**config.mk**
```make
export PLATFORM = sky130hd
export DESIGN_NAME = tcc_top
export DESIGN_NICKNAME = d
export VERILOG_FILES = /design/src/hdl/tcc_pkg.sv /design/src/hdl/tcc_top.sv
export SDC_FILE = /design/constraint.sdc
export NUM_CORES = 1
export LEC_CHECK = 0
export ABC_CLOCK_PERIOD_IN_PS = 8400
export BUFFER_PORTS_ARGS = -buffer_cell sky130_fd_sc_hd__buf_2
export CAP_MARGIN = 20
export CORE_ASPECT_RATIO = 0.6
export CORE_MARGIN = 2
export CORE_UTILIZATION = 60
export CTS_BUF_LIST = sky130_fd_sc_hd__clkbuf_4 sky130_fd_sc_hd__clkbuf_8
export CTS_CLUSTER_DIAMETER = 50
export DETAILED_ROUTE_END_ITERATION = 6
export PLACE_DENSITY = 0.8
export SYNTH_ARGS = -nofsm -noshare
export SYNTH_HDL_FRONTEND = slang
export SYNTH_SLANG_ARGS = --single-unit
```
**constraint.sdc**
```tcl
create_clock -name CLK -period 8.4 [get_ports CLK]
set_input_delay 1.26 -clock CLK [delete_from_list [all_inputs] [get_ports CLK]]
set_output_delay 1.26 -clock CLK [all_outputs]
set_load 0.05 [all_outputs]
```
**src/hdl/tcc_pkg.sv**
```systemverilog
package tcc_pkg;
  // ****************************************
  // register indexes (byte address = 4 * index)
  // ****************************************
  localparam logic [9:0] IDX_FLAGS  = 10'h0c8;
  localparam logic [9:0] IDX_CAPCTL = 10'h0e8;
  localparam logic [9:0] IDX_TCTL   = 10'h0ea;
  localparam logic [9:0] IDX_STE    = 10'h0ee;
  localparam logic [9:0] IDX_RTE    = 10'h0ef;
  localparam logic [9:0] IDX_TIMER  = 10'h0f0;
  localparam logic [9:0] IDX_CMP0   = 10'h0f1;
  localparam logic [9:0] IDX_CAP0   = 10'h0f4;
  localparam logic [9:0] IDX_PORT   = 10'h0f8;
  // ****************************************
  // field codes and reset values
  // ****************************************
  localparam logic [1:0] SRC_OFF    = 2'h0;
  localparam logic [1:0] SRC_DIV12  = 2'h1;
  localparam logic [1:0] SRC_PIN    = 2'h3;
  localparam logic [7:0] RST_BYTE   = 8'h00;
  localparam logic [15:0] RST_WORD  = 16'h0000;
  localparam int unsigned TOG_LO    = 6;
  localparam int unsigned SET_W     = 6;
  // ****************************************
  // timing
  // ****************************************
  localparam int unsigned CLK_HZ    = 50_000_000;
  localparam int unsigned SRC_DIV   = 12;
  localparam logic [3:0] DIV12_LAST = 4'(SRC_DIV - 1);
  // timer control byte, bit 7 first
  typedef struct packed {
    logic       wide_irq_sel;
    logic       byte_irq_sel;
    logic       ext_clear_en;
    logic       byte_ovf_flag;
    logic [1:0] prescale_sel;
    logic [1:0] source_sel;
  } tcc_tctl_t;
  // event flag byte, bit 7 first
  typedef struct packed {
    logic       wide_ovf;
    logic [2:0] cmp;
    logic [3:0] cap;
  } tcc_flags_t;
endpackage : tcc_pkg

```
**src/hdl/tcc_top.sv**
```systemverilog
// Decided for this implementation: the APB interface to the registers.
`timescale 1ns/1ns
// Behaviour
// - prescale code 00/01/10/11 divides the timer input by 1/2/4/8
// - source 00 stops, 01 takes clock/12, 11 takes the external clock pin
// - with external clear enabled, a rising clear-pin edge zeroes the timer
// - full 16-bit overflow requests interrupt only with wide select set
// - low byte overflow requests interrupt only with byte select set
// - control bit 4 is the byte overflow flag, set by hardware
// - even capture control bit enables rising edge capture and flag
// - odd bit enables falling edge; both bits both edges; none disables
// - each compare register is matched against the timer, setting its flag
// - compare 0 match sets port bits 0-5 that have set enable
// - each set enable bit alone gates its port bit; 0 leaves it
// - compare 1 match clears port bits 0-5 that have reset enable
// - compare 2 match toggles port bits 6 and 7 when toggle enabled
// - simultaneous compare 0 and 1 matches clear: reset wins
// - toggle state 1 makes next toggle clear, 0 makes it set
// - chip reset clears all three compare registers
// - flags: bit 7 wide overflow, 6..4 compare 2..0, 3..0 capture 3..0
// - enabled capture edge copies timer to capture register and sets flag
// - prescaler clears on factor or source change and on timer reset
// - in low power the timer and prescaler are held cleared
module tcc_top #(
  parameter int unsigned CAP_N = 4
) (
  // clock and reset
  input  wire logic        CLK,
  input  wire logic        RST,
  // apb slave
  input  wire logic        PSEL,
  input  wire logic        PENABLE,
  input  wire logic        PWRITE,
  input  wire logic [11:0] PADDR,
  input  wire logic [31:0] PWDATA,
  output logic      [31:0] PRDATA,
  output logic             PREADY,
  output logic             PSLVERR,
  // pins
  input  wire logic [CAP_N-1:0] CAPTURE_IN,
  input  wire logic        EXT_CLOCK_IN,
  input  wire logic        TIMER_CLEAR_INPUT,
  input  wire logic        LOW_POWER,
  output logic      [7:0]  PORT_OUT,
  output logic             TIMER_IRQ
);
  // ****************************************
  // checks and declarations
  // ****************************************
  if (CAP_N < 1 || CAP_N > 4) begin : g_chk
    $error("CAP_N must be 1 to 4");
  end
  tcc_pkg::tcc_tctl_t  tctl_q;
  tcc_pkg::tcc_flags_t flags_q;
  logic [7:0]  capctl_q, ste_q, rte_q;
  logic [15:0] timer_q;
  logic [15:0] cmp_q [3];
  logic [15:0] cap_q [4];
  logic [3:0]  div12_q;
  logic [2:0]  pre_q, mask;
  logic [3:0]  cfg_prev_q;
  logic        ext_prev_q, clr_prev_q;
  logic [3:0]  cap_prev_q, cap_ev;
  logic [2:0]  match, match_prev_q, cmp_ev;
  logic        tick12, src_tick, ptick, ext_clr, pre_clr;
  logic        wide_ev, byte_ev;
  logic        wr;
  logic [9:0]  idx;
  logic        mapped;
  logic [7:0]  port_d;
  logic [15:0] past_timer_q;
  logic [7:0]  past_ste_q, past_rte_q;

  // ****************************************
  // apb slave
  // ****************************************
  assign idx = PADDR[11:2];
  assign wr  = PSEL & PENABLE & PWRITE & PREADY;
  // unmapped decode
  always_comb begin
    mapped = 1'b1;
    case (idx)
      tcc_pkg::IDX_FLAGS, tcc_pkg::IDX_CAPCTL, tcc_pkg::IDX_TCTL,
      tcc_pkg::IDX_STE, tcc_pkg::IDX_RTE, tcc_pkg::IDX_TIMER,
      tcc_pkg::IDX_PORT: mapped = 1'b1;
      default: mapped = (idx >= tcc_pkg::IDX_CMP0 && idx < tcc_pkg::IDX_CMP0 + 10'd3)
                     || (idx >= tcc_pkg::IDX_CAP0 && idx < tcc_pkg::IDX_CAP0 + 10'd4);
    endcase
  end
  // one wait-free access cycle, answer registered at setup
  always_ff @(posedge CLK or posedge RST) begin
    if (RST) begin
      PREADY  <= 1'b0;
      PSLVERR <= 1'b0;
      PRDATA  <= 32'h0;
    end else begin
      PREADY  <= PSEL & ~PENABLE;
      PSLVERR <= PSEL & ~PENABLE & ~mapped;
      if (PSEL && !PENABLE) begin
        PRDATA <= 32'h0;
        case (idx)
          tcc_pkg::IDX_FLAGS:  PRDATA <= {24'h0, flags_q};
          tcc_pkg::IDX_CAPCTL: PRDATA <= {24'h0, capctl_q};
          tcc_pkg::IDX_TCTL:   PRDATA <= {24'h0, tctl_q};
          tcc_pkg::IDX_STE:    PRDATA <= {24'h0, ste_q};
          tcc_pkg::IDX_RTE:    PRDATA <= {24'h0, rte_q};
          tcc_pkg::IDX_TIMER:  PRDATA <= {16'h0, timer_q};
          tcc_pkg::IDX_PORT:   PRDATA <= {24'h0, PORT_OUT};
          default: begin
            if (idx >= tcc_pkg::IDX_CMP0 && idx < tcc_pkg::IDX_CMP0 + 10'd3)
              PRDATA <= {16'h0, cmp_q[2'(idx - tcc_pkg::IDX_CMP0)]};
            else if (idx >= tcc_pkg::IDX_CAP0 && idx < tcc_pkg::IDX_CAP0 + 10'd4)
              PRDATA <= {16'h0, cap_q[2'(idx - tcc_pkg::IDX_CAP0)]};
          end
        endcase
      end
    end
  end

  // ****************************************
  // control registers
  // ****************************************
  // plain software registers
  always_ff @(posedge CLK or posedge RST) begin
    if (RST) begin
      capctl_q <= tcc_pkg::RST_BYTE;
      rte_q    <= tcc_pkg::RST_BYTE;
    end else if (wr) begin
      if (idx == tcc_pkg::IDX_CAPCTL) capctl_q <= PWDATA[7:0];
      if (idx == tcc_pkg::IDX_RTE)    rte_q    <= PWDATA[7:0];
    end
  end
  // compare registers, cleared by chip reset
  always_ff @(posedge CLK or posedge RST) begin
    if (RST) begin
      for (int k = 0; k < 3; k++) cmp_q[k] <= tcc_pkg::RST_WORD;
    end else if (wr) begin
      for (int k = 0; k < 3; k++)
        if (idx == tcc_pkg::IDX_CMP0 + 10'(k)) cmp_q[k] <= PWDATA[15:0];
    end
  end
  // timer control, byte flag set wins over write
  always_ff @(posedge CLK or posedge RST) begin
    if (RST) begin
      tctl_q <= tcc_pkg::tcc_tctl_t'(tcc_pkg::RST_BYTE);
    end else begin
      if (wr && idx == tcc_pkg::IDX_TCTL) tctl_q <= tcc_pkg::tcc_tctl_t'(PWDATA[7:0]);
      if (byte_ev) tctl_q.byte_ovf_flag <= 1'b1;
    end
  end
  // set enable and toggle state; toggle state flips on each toggle
  always_ff @(posedge CLK or posedge RST) begin
    if (RST) begin
      ste_q <= tcc_pkg::RST_BYTE;
    end else begin
      if (wr && idx == tcc_pkg::IDX_STE) ste_q <= PWDATA[7:0];
      for (int b = tcc_pkg::TOG_LO; b < 8; b++)
        if (cmp_ev[2] && rte_q[b]) ste_q[b] <= ~ste_q[b];
    end
  end

  // ****************************************
  // clock source and prescaler
  // ****************************************
  assign tick12   = (div12_q == tcc_pkg::DIV12_LAST);
  assign ext_clr  = tctl_q.ext_clear_en & TIMER_CLEAR_INPUT & ~clr_prev_q;
  // source select; code 10 treated as halted
  always_comb begin
    case (tctl_q.source_sel)
      tcc_pkg::SRC_DIV12: src_tick = tick12;
      tcc_pkg::SRC_PIN:   src_tick = EXT_CLOCK_IN & ~ext_prev_q;
      default:            src_tick = 1'b0;
    endcase
  end
  // prescale mask for /1 /2 /4 /8
  always_comb begin
    case (tctl_q.prescale_sel)
      2'h0:    mask = 3'h0;
      2'h1:    mask = 3'h1;
      2'h2:    mask = 3'h3;
      default: mask = 3'h7;
    endcase
  end
  assign ptick   = src_tick & ((pre_q & mask) == mask) & ~LOW_POWER;
  assign pre_clr = (cfg_prev_q != {tctl_q.prescale_sel, tctl_q.source_sel})
                 | ext_clr | LOW_POWER;
  // divide by 12 and pin edge history
  always_ff @(posedge CLK or posedge RST) begin
    if (RST) begin
      div12_q    <= 4'h0;
      ext_prev_q <= 1'b0;
      clr_prev_q <= 1'b0;
      cfg_prev_q <= 4'h0;
    end else begin
      div12_q    <= tick12 ? 4'h0 : div12_q + 4'h1;
      ext_prev_q <= EXT_CLOCK_IN;
      clr_prev_q <= TIMER_CLEAR_INPUT;
      cfg_prev_q <= {tctl_q.prescale_sel, tctl_q.source_sel};
    end
  end
  // prescaler counts source ticks
  always_ff @(posedge CLK or posedge RST) begin
    if (RST)          pre_q <= 3'h0;
    else if (pre_clr) pre_q <= 3'h0;
    else if (src_tick) pre_q <= pre_q + 3'h1;
  end

  // ****************************************
  // timer and overflow
  // ****************************************
  always_ff @(posedge CLK or posedge RST) begin
    if (RST) timer_q <= tcc_pkg::RST_WORD;
    else if (LOW_POWER || ext_clr) timer_q <= tcc_pkg::RST_WORD;
    else if (ptick) timer_q <= timer_q + 16'h1;
  end
  assign wide_ev = ptick & ~ext_clr & (timer_q == 16'hffff);
  assign byte_ev = ptick & ~ext_clr & (timer_q[7:0] == 8'hff);
  // overflow interrupt request
  always_ff @(posedge CLK or posedge RST) begin
    if (RST) TIMER_IRQ <= 1'b0;
    else TIMER_IRQ <= (tctl_q.wide_irq_sel & flags_q.wide_ovf)
                    | (tctl_q.byte_irq_sel & tctl_q.byte_ovf_flag);
  end

  // ****************************************
  // capture channels
  // ****************************************
  for (genvar n = 0; n < 4; n++) begin : g_cap
    if (n < CAP_N) begin : g_on
      assign cap_ev[n] = (capctl_q[2*n]   &  CAPTURE_IN[n] & ~cap_prev_q[n])
                       | (capctl_q[2*n+1] & ~CAPTURE_IN[n] &  cap_prev_q[n]);
      // edge history and capture load
      always_ff @(posedge CLK or posedge RST) begin
        if (RST) begin
          cap_prev_q[n] <= 1'b0;
          cap_q[n]      <= tcc_pkg::RST_WORD;
        end else begin
          cap_prev_q[n] <= CAPTURE_IN[n];
          if (cap_ev[n]) cap_q[n] <= timer_q;
        end
      end
    end else begin : g_off
      assign cap_ev[n] = 1'b0;
      always_ff @(posedge CLK or posedge RST) begin
        if (RST) begin
          cap_prev_q[n] <= 1'b0;
          cap_q[n]      <= tcc_pkg::RST_WORD;
        end else begin
          cap_prev_q[n] <= 1'b0;
        end
      end
    end
  end

  // ****************************************
  // compare channels and port
  // ****************************************
  for (genvar k = 0; k < 3; k++) begin : g_cmp
    assign match[k]  = (timer_q == cmp_q[k]);
    assign cmp_ev[k] = match[k] & ~match_prev_q[k];
  end
  // match history, starts high so reset state is no event
  always_ff @(posedge CLK or posedge RST) begin
    if (RST) match_prev_q <= 3'h7;
    else     match_prev_q <= match;
  end
  // event flags, hardware set wins over software write
  always_ff @(posedge CLK or posedge RST) begin
    if (RST) begin
      flags_q <= tcc_pkg::tcc_flags_t'(tcc_pkg::RST_BYTE);
    end else begin
      if (wr && idx == tcc_pkg::IDX_FLAGS) flags_q <= tcc_pkg::tcc_flags_t'(PWDATA[7:0]);
      if (wide_ev) flags_q.wide_ovf <= 1'b1;
      for (int k = 0; k < 3; k++) if (cmp_ev[k]) flags_q.cmp[k] <= 1'b1;
      for (int n = 0; n < 4; n++) if (cap_ev[n]) flags_q.cap[n] <= 1'b1;
    end
  end
  // port next value; clear after set gives reset priority
  always_comb begin
    port_d = PORT_OUT;
    if (cmp_ev[0]) port_d[5:0] = port_d[5:0] | ste_q[5:0];
    if (cmp_ev[1]) port_d[5:0] = port_d[5:0] & ~rte_q[5:0];
    for (int b = tcc_pkg::TOG_LO; b < 8; b++)
      if (cmp_ev[2] && rte_q[b]) port_d[b] = ~ste_q[b];
  end
  always_ff @(posedge CLK or posedge RST) begin
    if (RST) PORT_OUT <= tcc_pkg::RST_BYTE;
    else     PORT_OUT <= port_d;
  end

  // ****************************************
  // assertions
  // ****************************************
  // helper history for checks
  always_ff @(posedge CLK or posedge RST) begin
    if (RST) begin
      past_timer_q <= 16'h0;
      past_ste_q   <= 8'h0;
      past_rte_q   <= 8'h0;
    end else begin
      past_timer_q <= timer_q;
      past_ste_q   <= ste_q;
      past_rte_q   <= rte_q;
    end
  end
endmodule : tcc_top

```
### After elaboration in Yosys (flattened, before gate mapping)

Index checks and enable logic that the tools add are counted.

| storage, ports and cells | value |
|---|---|
| bits in registers | 231 |
| bits of input ports | 56 |
| output and inout bits | 43 |
| logic and storage cells | 207 |

| cells by class | value |
|---|---|
| add/subtract/negate cells | 5 |
| $lt $le $gt $ge | 6 |
| eq/ne operators | 22 |
| muxes and demuxes | 33 |
| bitwise gates (word level) | 66 |
| reduce and logical (&&, ||, !) cells | 31 |

Operators with widths:

| kind | count |
|---|---|
| $mux 16 | 8 |
| $pmux 16 s7 | 1 |
| $eq 10x8->1 const B | 10 |
| $bmux 16 s2 | 2 |
| $eq 16x16->1 | 3 |
| $and 1x1->1 | 34 |
| $reduce_bool 2->1 | 13 |
| $ge 10x8->1 const B | 2 |
| $lt 10x8->1 const B | 2 |
| $not 1->1 | 19 |
| $add 16x1->16 const B | 1 |
| $eq 16x16->1 const B | 1 |
| $mux 8 | 2 |
| $mux 1 | 12 |
| $mux 6 | 2 |
| $reduce_and 2->1 | 5 |
| $pmux 3 s3 | 1 |
| $eq 8x8->1 const B | 1 |
| $logic_and 1x1->1 | 8 |
| $or 1x1->1 | 7 |
| $reduce_or 7->1 | 1 |
| $and 6x6->6 | 1 |
| $ge 3x3->1 const B | 2 |
| $mux 3 | 2 |
| other kinds (18) | 23 |

### Logic depth before layout (Yosys ltp)

Gate-level depths: netlist of run 1.

| logic depth | value |
|---|---|
| depth in word-level cells | 9 |
| depth in mapped cells | 11 |
| gate-level depth less buffers | 7 |

### Worst setup path before layout of run 1

No wires, ideal clock.

| timing | value |
|---|---|
| path type | input-to-reg |
| from | input port PADDR[2] |
| to | register PRDATA[10] |
| library setup time | 0.126 ns |
| arrival time | 3.739 ns |
| data required time | 8.274 ns |
| slack | 4.535 ns |
| stages on the path | 11 |
| buffers on the path | 4 |
| cells stage by stage | clkbuf_1 buf_1 inv_1 ha_1 clkbuf_1 buf_1 mux2_2 a22oi_1 nor3_1 o21ai_0 a21oi_1 |

| on the way | value |
|---|---|
| word-level cells in the longest chain between the ends | 8 |
| elaborated cells between the ends (all ways) | 26 |
| classes of those cells | add/sub: 2; order compare: 4; eq/ne: 7; mux: 9; bitwise: 2; reduce/logical: 2 |

Ends and longest elaborated chain:

| item | line | RTL |
|---|---|---|
| start, declared | tcc_top.sv:34 | `input wire logic [11:0] PADDR,` |
| $sub 2x1->2 | tcc_top.sv:113 | `PRDATA <= {16'h0, cap_q[2'(idx - tcc_pkg::IDX_CAP0)]};` |
| $not 2->3 (not written as such) | tcc_top.sv:113 |  |
| $bmux 16 s2 | tcc_top.sv:113 |  |
| $mux 16 (not written as such) (2 in series) | tcc_top.sv:113 |  |
| $mux 16 | tcc_top.sv:112 | `else if (idx >= tcc_pkg::IDX_CAP0 && idx < tcc_pkg::IDX_CAP0 + 10'd4)` |
| $mux 16 | tcc_top.sv:110 | `if (idx >= tcc_pkg::IDX_CMP0 && idx < tcc_pkg::IDX_CMP0 + 10'd3)` |
| $pmux 16 s7 (*) | tcc_top.sv:101 | `case (idx)` |
| end signal, assigned | tcc_top.sv:102 | `tcc_pkg::IDX_FLAGS: PRDATA <= {24'h0, flags_q};` |
| end signal, assigned | tcc_top.sv:111 | `PRDATA <= {16'h0, cmp_q[2'(idx - tcc_pkg::IDX_CMP0)]};` |
| end signal, assigned | tcc_top.sv:113 |  |
| end, declared | tcc_top.sv:36 | `output logic [31:0] PRDATA,` |

Mark *: on every way between the ends. The rest lies on a longest branch, timed or not. The select of a mux whose other input is x is not followed.
A chain may end at the register's enable or synchronous reset.

### Worst setup path after layout of run 1

| timing | value |
|---|---|
| from | input port PADDR[2] |
| to | register PRDATA[6] |

The elaborated chain is that of the path after synthesis.

==> key figures, run 1 <==
Setup path
  – Reg-to-Reg End: PORT_OUT[2]
  – Setup crit end kind: flip-flop
  – Crit path DAT: 5.01 ns
  – R2R Setup Slk: ~5.7 ns
  – Req. time, crit path: 8.92 ns
  – Slowest stage delay, CP: 0.93 ns
  – Critical path peak fanout: 35
  – Critical path startpoint category: primary input
  – Critical Path Source: PADDR[2]
  – Worst Setup EP: PRDATA[6]
  – CP Class: in2reg
  – Worst r2r path cells: 5
  – Crit-path cells: buf_2 -> inv_1 -> ha_1 -> nor2b_1 -> a22oi_1 -> or3_1 -> a41o_1 -> a21oi_1
  – Slowest cell on the critical path: ha_1
  – Crit Reg-Reg Startpoint: timer_q[7]

Pwr
  – PwrDens: 177.7 nW/um^2
  – Pleak: 5.463 nW
  – Comb pwr share: 7.6%
  – Int Pwr: 1.552 mW
  – Power Total: approximately 2.1 mW
  – Part of the power in registers: 50.5%
  – NetSw: 0.5437 mW
  – Clock power share: 41.9%
  – VDD IR max: 128.4 uV
  – Switching Fraction: roughly 26%

Drt
  – WL/cell: 23.67 um
  – Vias: 7683
  – Initial DRT Pass Iterations: 6
  – Highest Signal Layer: met4
  – DRC: 0
  – Met2 WL: 11140 um
  – Wire length on met1: 12650 um
  – Initial detailed-routing violation count: between 800 and 900
  – Via/cell ratio: between 6 and 7
  – WL final: 28460 um
  – Final ANT Viol Nets: 0
  – Met3 WL post-DR: 4166 um

Synth
  – Most common cell in the netlist: dfrtp_1
  – Cell variety after synth: 61
  – Main flop type after synthesis: dfrtp_1
  – Adder-Cell Fraction of Synth Area: 0.9332%
  – Synth top area share: 49.46%
  – Simple-Gate Fraction of Synth Area: 9.775%
  – Sequential fraction of the synthesis area: 50.19%
  – Cells after Synth: 894
  – Asr flop ratio synth: 100.0%
  – Post-synth top area cell: dfrtp_1
  – Post-Syn Area: about 11000 um^2
  – Post-synth EDFFs: 0
  – Flops & latches, synth: 215
  – Combinational family with the most area after synthesis: multiplexers
  – Syn_area_per_cell: 12.00 um^2
  – Synth area leaders: dfrtp_1 (49%), mux2_2 (17%), xnor2_1 (4.5%), mux4_2 (3.4%), a22oi_1 (2.0%)
  – Post-synthesis mux area share: a little over a fifth
  – Post-synthesis compound-gate area fraction: 8.888%
  – Post-synth top cells: dfrtp_1 (212), mux2_2 (164), xnor2_1 (55)
  – XOR/XNOR Fraction of Synth Area: 4.899%
  – Yosys warns: 0

Timing
  – Final hold violations: 0
  – # setup viols final: 0
  – Clock skew: 0.03276 ns
  – Worst-margin pin slew: about 1 ns
  – Period utilization: a little over half
  – Relative slew slack: between 30% and 40%
  – Period minus WS final: 4.492 ns
  – RSZ-0062 raised after global routing: no
  – Final Max Slew Viols: 0
  – Final WS setup: 3.908 ns
  – Setup TNS: 0 ns
  – Fmax: 0.2226 GHz

Clock network
  – Clk_lat worst skew: between 0.5 and 0.6 ns
  – H-tree depth: 1
  – Post-CTS Repair Setup Buffers: 0
  – Clk slew on worst S/H paths: 0.07 ns
  – Number of hold buffers added after CTS: 0
  – Root buf cell: clkbuf_8
  – Post-CTS sizing: 0
  – Clock sink total: 215
  – CTS max path bufs: 3
  – CTS tree: done
  – CTS Buf Count: 31

Floorplanning
  – Die Y: 107.6 um
  – Initial Utilization: 61.95%
  – Placeable Area: 17310 um^2
  – Die width: between 150 and 200 um
  – Num rows: 37
  – IO Pins: 99
  – Die area: roughly 19000 um^2

Cells and area
  – Final core utilization: 68.11%
  – Fillers: 1277
  – Area Overhead vs Synth: 9.939%
  – Final non-filler cell total: 1202
  – ANT cells: 0
  – Fraction of layout cells with a size suffix above 1: 33.78%
  – Final #Nets: 1010

GRT
  – Largest net degree at the start of global routing: 85
  – Initial antenna violation count: 0
  – Grt total ovfl: 0
  – Vias in the first global route: 7459
  – GRT Overall Usage: 31.18%
  – Global-route wire length before repair: 44120 um

Placement
  – Hpwl dp: approximately 20000 um
  – Post-Place Cells: 1145
  – Setup slack at placement: 3.400 ns
  – Gp weighted congestion: 0.9871
  – Port buffer count: 64

Status
  – Outcome: complete, no violations

Worst hold path
  – Hold Crit Class: reg2reg

Run
  – Max_cap viols: 0
## per-stage QoR
step / area [um^2] / hold WS, ns
floorplan: 10780 / 0.4274
global placement: 11120 / 0.4540
detailed placement: 11120 / 0.4505
CTS: 11780 / 0.4613
global route: 11790 / 0.4871
finish: 11790 / 0.4639
## layer usage
layer / track usage (%) / vias up
li1: - / 3331
met3: 11.30 / 43
met4: 6.730 / 0
met2: 40.01 / 430
met1: 49.67 / 3879
met5: 0 / -
## sequential cells by signal, summed over array words and instances (netlist names), 3 cells and up
signal,count
cap_q,64
cmp_q,48
PRDATA,16
timer_q,16
PORT_OUT,8
capctl_q,8
flags_q,8
rte_q,8
ste_q,8
tctl_q,8
cap_prev_q,4
cfg_prev_q,4
div12_q,4
match_prev_q,3
pre_q,3
## critical path: cells and delay by family
kind / cells / cell delay (ns)
buffers and inverters: 2 / 0.96
AND/OR/NAND/NOR: 2 / 1.24
AO/OA/AOI/OAI: 3 / 0.59
adder cells (fa/ha/maj): 1 / 0.93
## layout make-up
| cell class | count | area (um^2) | area share [%] |
|---|---|---|---|
| clock buffers | 51 | 626.9 | 5.316 |
| inverters | 12 | 52.55 | 0.4456 |
| flip-flops and latches | 215 | 5384 | 45.65 |
| clock inverters | 4 | 26.28 | 0.2228 |
| well taps | 234 | 292.8 | 2.483 |
| multi-input cells | 612 | 5015 | 42.53 |
| repair buffers | 74 | 395.4 | 3.353 |
## cells in the final DEF (no fill, tap or decap), types with 4 or more instances in the layout
master    synthesis  final
dfrtp_1         212    212
mux2_2          164    164
buf_2             7     64
xnor2_1          55     55
nand2_1          42     42
nor2_1           40     40
clkbuf_8          0     39
a21oi_1          37     37
a22oi_1          29     29
o21ai_0          22     22
nor2b_1          18     18
nand4_1          18     18
a31oi_1          17     17
mux4_2           16     16
conb_1            1     16
mux2i_1          12     12
clkbuf_4          0     12
nor3_1           11     11
inv_1            12     11
buf_4            16     10
nand3b_1          9      9
nand3_1           9      9
nor4_1            8      8
ha_1              8      8
o21ai_1           5      5
nand2b_1          5      5
xor2_1            5      5
a211o_1           5      5
and3_1            4      4
nor3_2            4      4
or3_1             4      4
or4_1             4      4
a22o_1            4      4
## logic make-up after synthesis
family | count (synthesis)
AND/OR/NAND/NOR | 191
multiplexers | 192
AO/OA/AOI/OAI | 145
flip-flops | 215
other | 1
adder cells (fa/ha/maj) | 8
buffers and inverters | 82
XOR/XNOR | 60
## power groups by stage
stage / Combinational, mW / Clock [mW] / Sequential (mW)
5_1_grt: 0.171 / 0.936 / 1.06
3_5_place_dp: 0.158 / 0 / 1.08
2_1_floorplan: 0.0821 / 0 / 1.11
4_1_cts: 0.158 / 0.885 / 1.06
6_report: 0.159 / 0.878 / 1.06
3_3_place_gp: 0.156 / 0 / 1.08
## how the worst min path moves through the flow
stage	from	end	cells after the start
after global placement	rte_q[1]	PORT_OUT[1]	1
after detailed placement	div12_q[0]	div12_q[0]	1
final	div12_q[0]	div12_q[0]	1
after global routing	div12_q[0]	div12_q[0]	1
after floorplan	div12_q[0]	div12_q[0]	1
after CTS	rte_q[1]	PORT_OUT[1]	1
Power figures use the tool's default switching activity.
==> run 2, diff against run 1 <==
==> config.mk (replaced) <==
export PLATFORM = sky130hd
export DESIGN_NAME = tcc_top
export DESIGN_NICKNAME = d
export VERILOG_FILES = /design/src/hdl/tcc_pkg.sv /design/src/hdl/tcc_top.sv
export SDC_FILE = /design/constraint.sdc
export NUM_CORES = 1
export LEC_CHECK = 0
export ABC_CLOCK_PERIOD_IN_PS = 3800
export BUFFER_PORTS_ARGS = -buffer_cell sky130_fd_sc_hd__buf_2
export CAP_MARGIN = 20
export CORE_ASPECT_RATIO = 0.6
export CORE_MARGIN = 2
export CORE_UTILIZATION = 56
export CTS_BUF_LIST = sky130_fd_sc_hd__clkbuf_4 sky130_fd_sc_hd__clkbuf_8
export CTS_CLUSTER_DIAMETER = 50
export DETAILED_ROUTE_END_ITERATION = 6
export PLACE_DENSITY = 0.79
export SYNTH_ARGS = -nofsm -noshare
export SYNTH_HDL_FRONTEND = slang
export SYNTH_SLANG_ARGS = --single-unit
==> constraint.sdc (replaced) <==
create_clock -name CLK -period 3.8 [get_ports CLK]
set_input_delay 0.57 -clock CLK [delete_from_list [all_inputs] [get_ports CLK]]
set_output_delay 0.57 -clock CLK [all_outputs]
set_load 0.05 [all_outputs]
==> run 2 against run 1 <==
Worst hold slack worse by 0.36 ns. Die area up 6.9%. Non-clock buffer count up 15. Cell area up 1.2%. Sequential share of layout area down 0.53 points. Critical path depth down 3. Via count up 1.8%. Worst setup slack worse by 2.8 ns. Highest routed layer unchanged.
==> key figures, run 2 (synthesized netlist as in run 1, its figures left out) <==
Drt
  – Final ANT Viol Nets: 0 (unchanged)
  – Initial detailed-routing violation count: 818 (was 874)
  – Via/cell ratio: 6.378 (was 6.392)
  – Initial DRT Pass Iterations: 7 (was 6)
  – WL final: 28540 um (was 28460 um)
  – Wire length on met1: 12970 um (was 12650 um)
  – WL/cell: 23.28 um (was 23.67 um)
  – Highest Signal Layer: met4 (unchanged)
  – DRC: 0 (unchanged)
  – Vias: 7819 (was 7683)
  – Met3 WL post-DR: 3656 um (was 4166 um)
  – Met2 WL: 11400 um (was 11140 um)

Timing
  – Worst-margin pin slew: 0.9428 ns (was 0.9958 ns)
  – Final Max Slew Viols: 0 (unchanged)
  – Relative slew slack: 36.57% (was 33.48%)
  – Hold_ws: 0.1056 ns (was 0.4639 ns)
  – Period minus WS final: between 2 and 3 ns
  – # setup viols final: 0 (unchanged)
  – Period utilization: 71.03%
  – Final hold violations: 0 (unchanged)
  – Setup TNS: 0 ns (unchanged)
  – Fmax: 0.3705 GHz
  – Clock skew: 0.03772 ns (was 0.03276 ns)
  – RSZ-0062 raised after global routing: no (unchanged)

Floorplanning
  – IO Pins: 99 (unchanged)
  – Die area: 20310 um^2 (was 19000 um^2)
  – Die Y: 111.2 um (was 107.6 um)
  – Num rows: 39 (was 37)
  – Die width: 182.7 um (was 176.6 um)
  – Initial Utilization: 56.80% (was 61.95%)
  – Placeable Area: 18880 um^2 (was 17310 um^2)

Pwr
  – VDD IR max: 290.7 uV (was 128.4 uV)
  – Pleak: 5.531 nW (was 5.463 nW)
  – PwrDens: 387.9 nW/um^2 (was 177.7 nW/um^2)

Cells and area
  – Fraction of layout cells with a size suffix above 1: 34.59% (was 33.78%)
  – Most frequent cells in the layout: dfrtp_1 (212), mux2_2 (164), buf_2 (64), xnor2_1 (55), nand2_1 (42) (unchanged)
  – Max FFs per register: 64 (unchanged)
  – Fin area: 11930 um^2 (was 11790 um^2)
  – Most common cell after layout, fill and taps aside: dfrtp_1 (unchanged)
  – Area Overhead vs Synth: 11.22% (was 9.939%)
  – Final #Nets: 1024 (was 1010)
  – ANT cells: 0 (unchanged)
  – Largest regs: cap_q x64, cmp_q x48 (unchanged)
  – Largest register by flop count: cap_q (unchanged)

Setup path
  – Critical path peak fanout: 14 (was 35)
  – Crit path DAT: 3.12 ns (was 5.01 ns)
  – Req. time, crit path: 4.22 ns (was 8.92 ns)
  – Critical path startpoint category: flip-flop (was primary input)
  – CP Class: reg2reg (was in2reg)
  – Setup crit end kind: flip-flop (unchanged)

Clock network
  – Number of hold buffers added after CTS: 0 (unchanged)
  – Post-CTS Repair Setup Buffers: 0 (unchanged)
  – CTS max path bufs: 3 (unchanged)
  – Clock sink total: 215 (unchanged)
  – Clk slew on worst S/H paths: 0.07 ns (about the same)
  – CTS Buf Count: 30 (was 31)
  – H-tree depth: 1 (unchanged)
  – Root buf cell: clkbuf_8 (unchanged)
  – Post-CTS sizing: 0 (unchanged)
  – Clk_lat worst skew: 0.59 ns (about the same)
  – CTS tree: done (unchanged)

Worst hold path
  – Hold Crit Class: in2reg (was reg2reg)

Placement
  – Hpwl dp: 20230 um (was 19630 um)
  – Port buffer count: 64 (unchanged)
  – Gp weighted congestion: 0.9475 (was 0.9871)
  – Cell area after placement: 11280 um^2 (was 11120 um^2)

Status
  – Outcome: complete, no violations (unchanged)

GRT
  – Vias in the first global route: 7654 (was 7459)
  – GRT Overall Usage: 28.97% (was 31.18%)
  – Grt total ovfl: 0 (unchanged)
  – Largest net degree at the start of global routing: 84 (was 85)
  – Global-route wire length before repair: 44590 um (was 44120 um)
  – Initial antenna violation count: 1 (was 0)

Run
  – Max_cap viols: 0 (unchanged)
run 2: critical path, cell delays in order (launching register included):
cell and delay [ns]:
dfrtp_1 0.72, xnor2_1 0.21, nand4_1 0.14, nor4_1 0.47
nor2b_1 0.80, a21oi_1 0.21
run 2: path summary, 6_finish.rpt:
kind                              endpoint  cells past startpoint           from  slack, ns
min in group asynchronous        cap_q[11]                      2            RST       0.12
min                          cap_prev_q[1]                      1  CAPTURE_IN[1]       0.11
max reg2reg                    PORT_OUT[3]                      5     timer_q[8]       1.10
min reg2reg                    PORT_OUT[1]                      1       rte_q[1]       0.48
max                            PORT_OUT[3]                      5     timer_q[8]       1.10
max in group asynchronous  match_prev_q[1]                      3            RST       2.79
run 2: metal layers:
metal	vias to the layer above	track usage, %
li1	3357	-
met1	3982	45.78
met2	438	38.58
met3	42	9.231
met4	0	6.290
met5	-	0
run 2: stage by stage:
stage	std cells	power [mW]	util (%)	setup slack, ns
after floorplan	909	2.627	-	0.4343
after global placement	1173	2.729	59.74	0.9161
after detailed placement	1173	2.734	59.74	0.8716
after CTS	1225	4.646	63.14	1.226
after global routing	1226	4.785	63.18	1.092
final	1226	4.628	63.18	1.101
run 2: cell type report:
type	count	area, um^2
clock buffers	46	583.1
flip-flops and latches	215	5384
clock inverters	6	58.81
inverters	12	48.80
repair buffers	89	533.0
fillers	1469	6954
well taps	246	307.8
multi-input cells	612	5015
run 2: report_power, final:
part	switching, mW	leakage [nW]	internal, mW	total (mW)
Combinational	0.278	2.27	0.0835	0.362
Clock	0.889	0.344	1.04	1.93
Sequential	0.0190	2.92	2.32	2.33
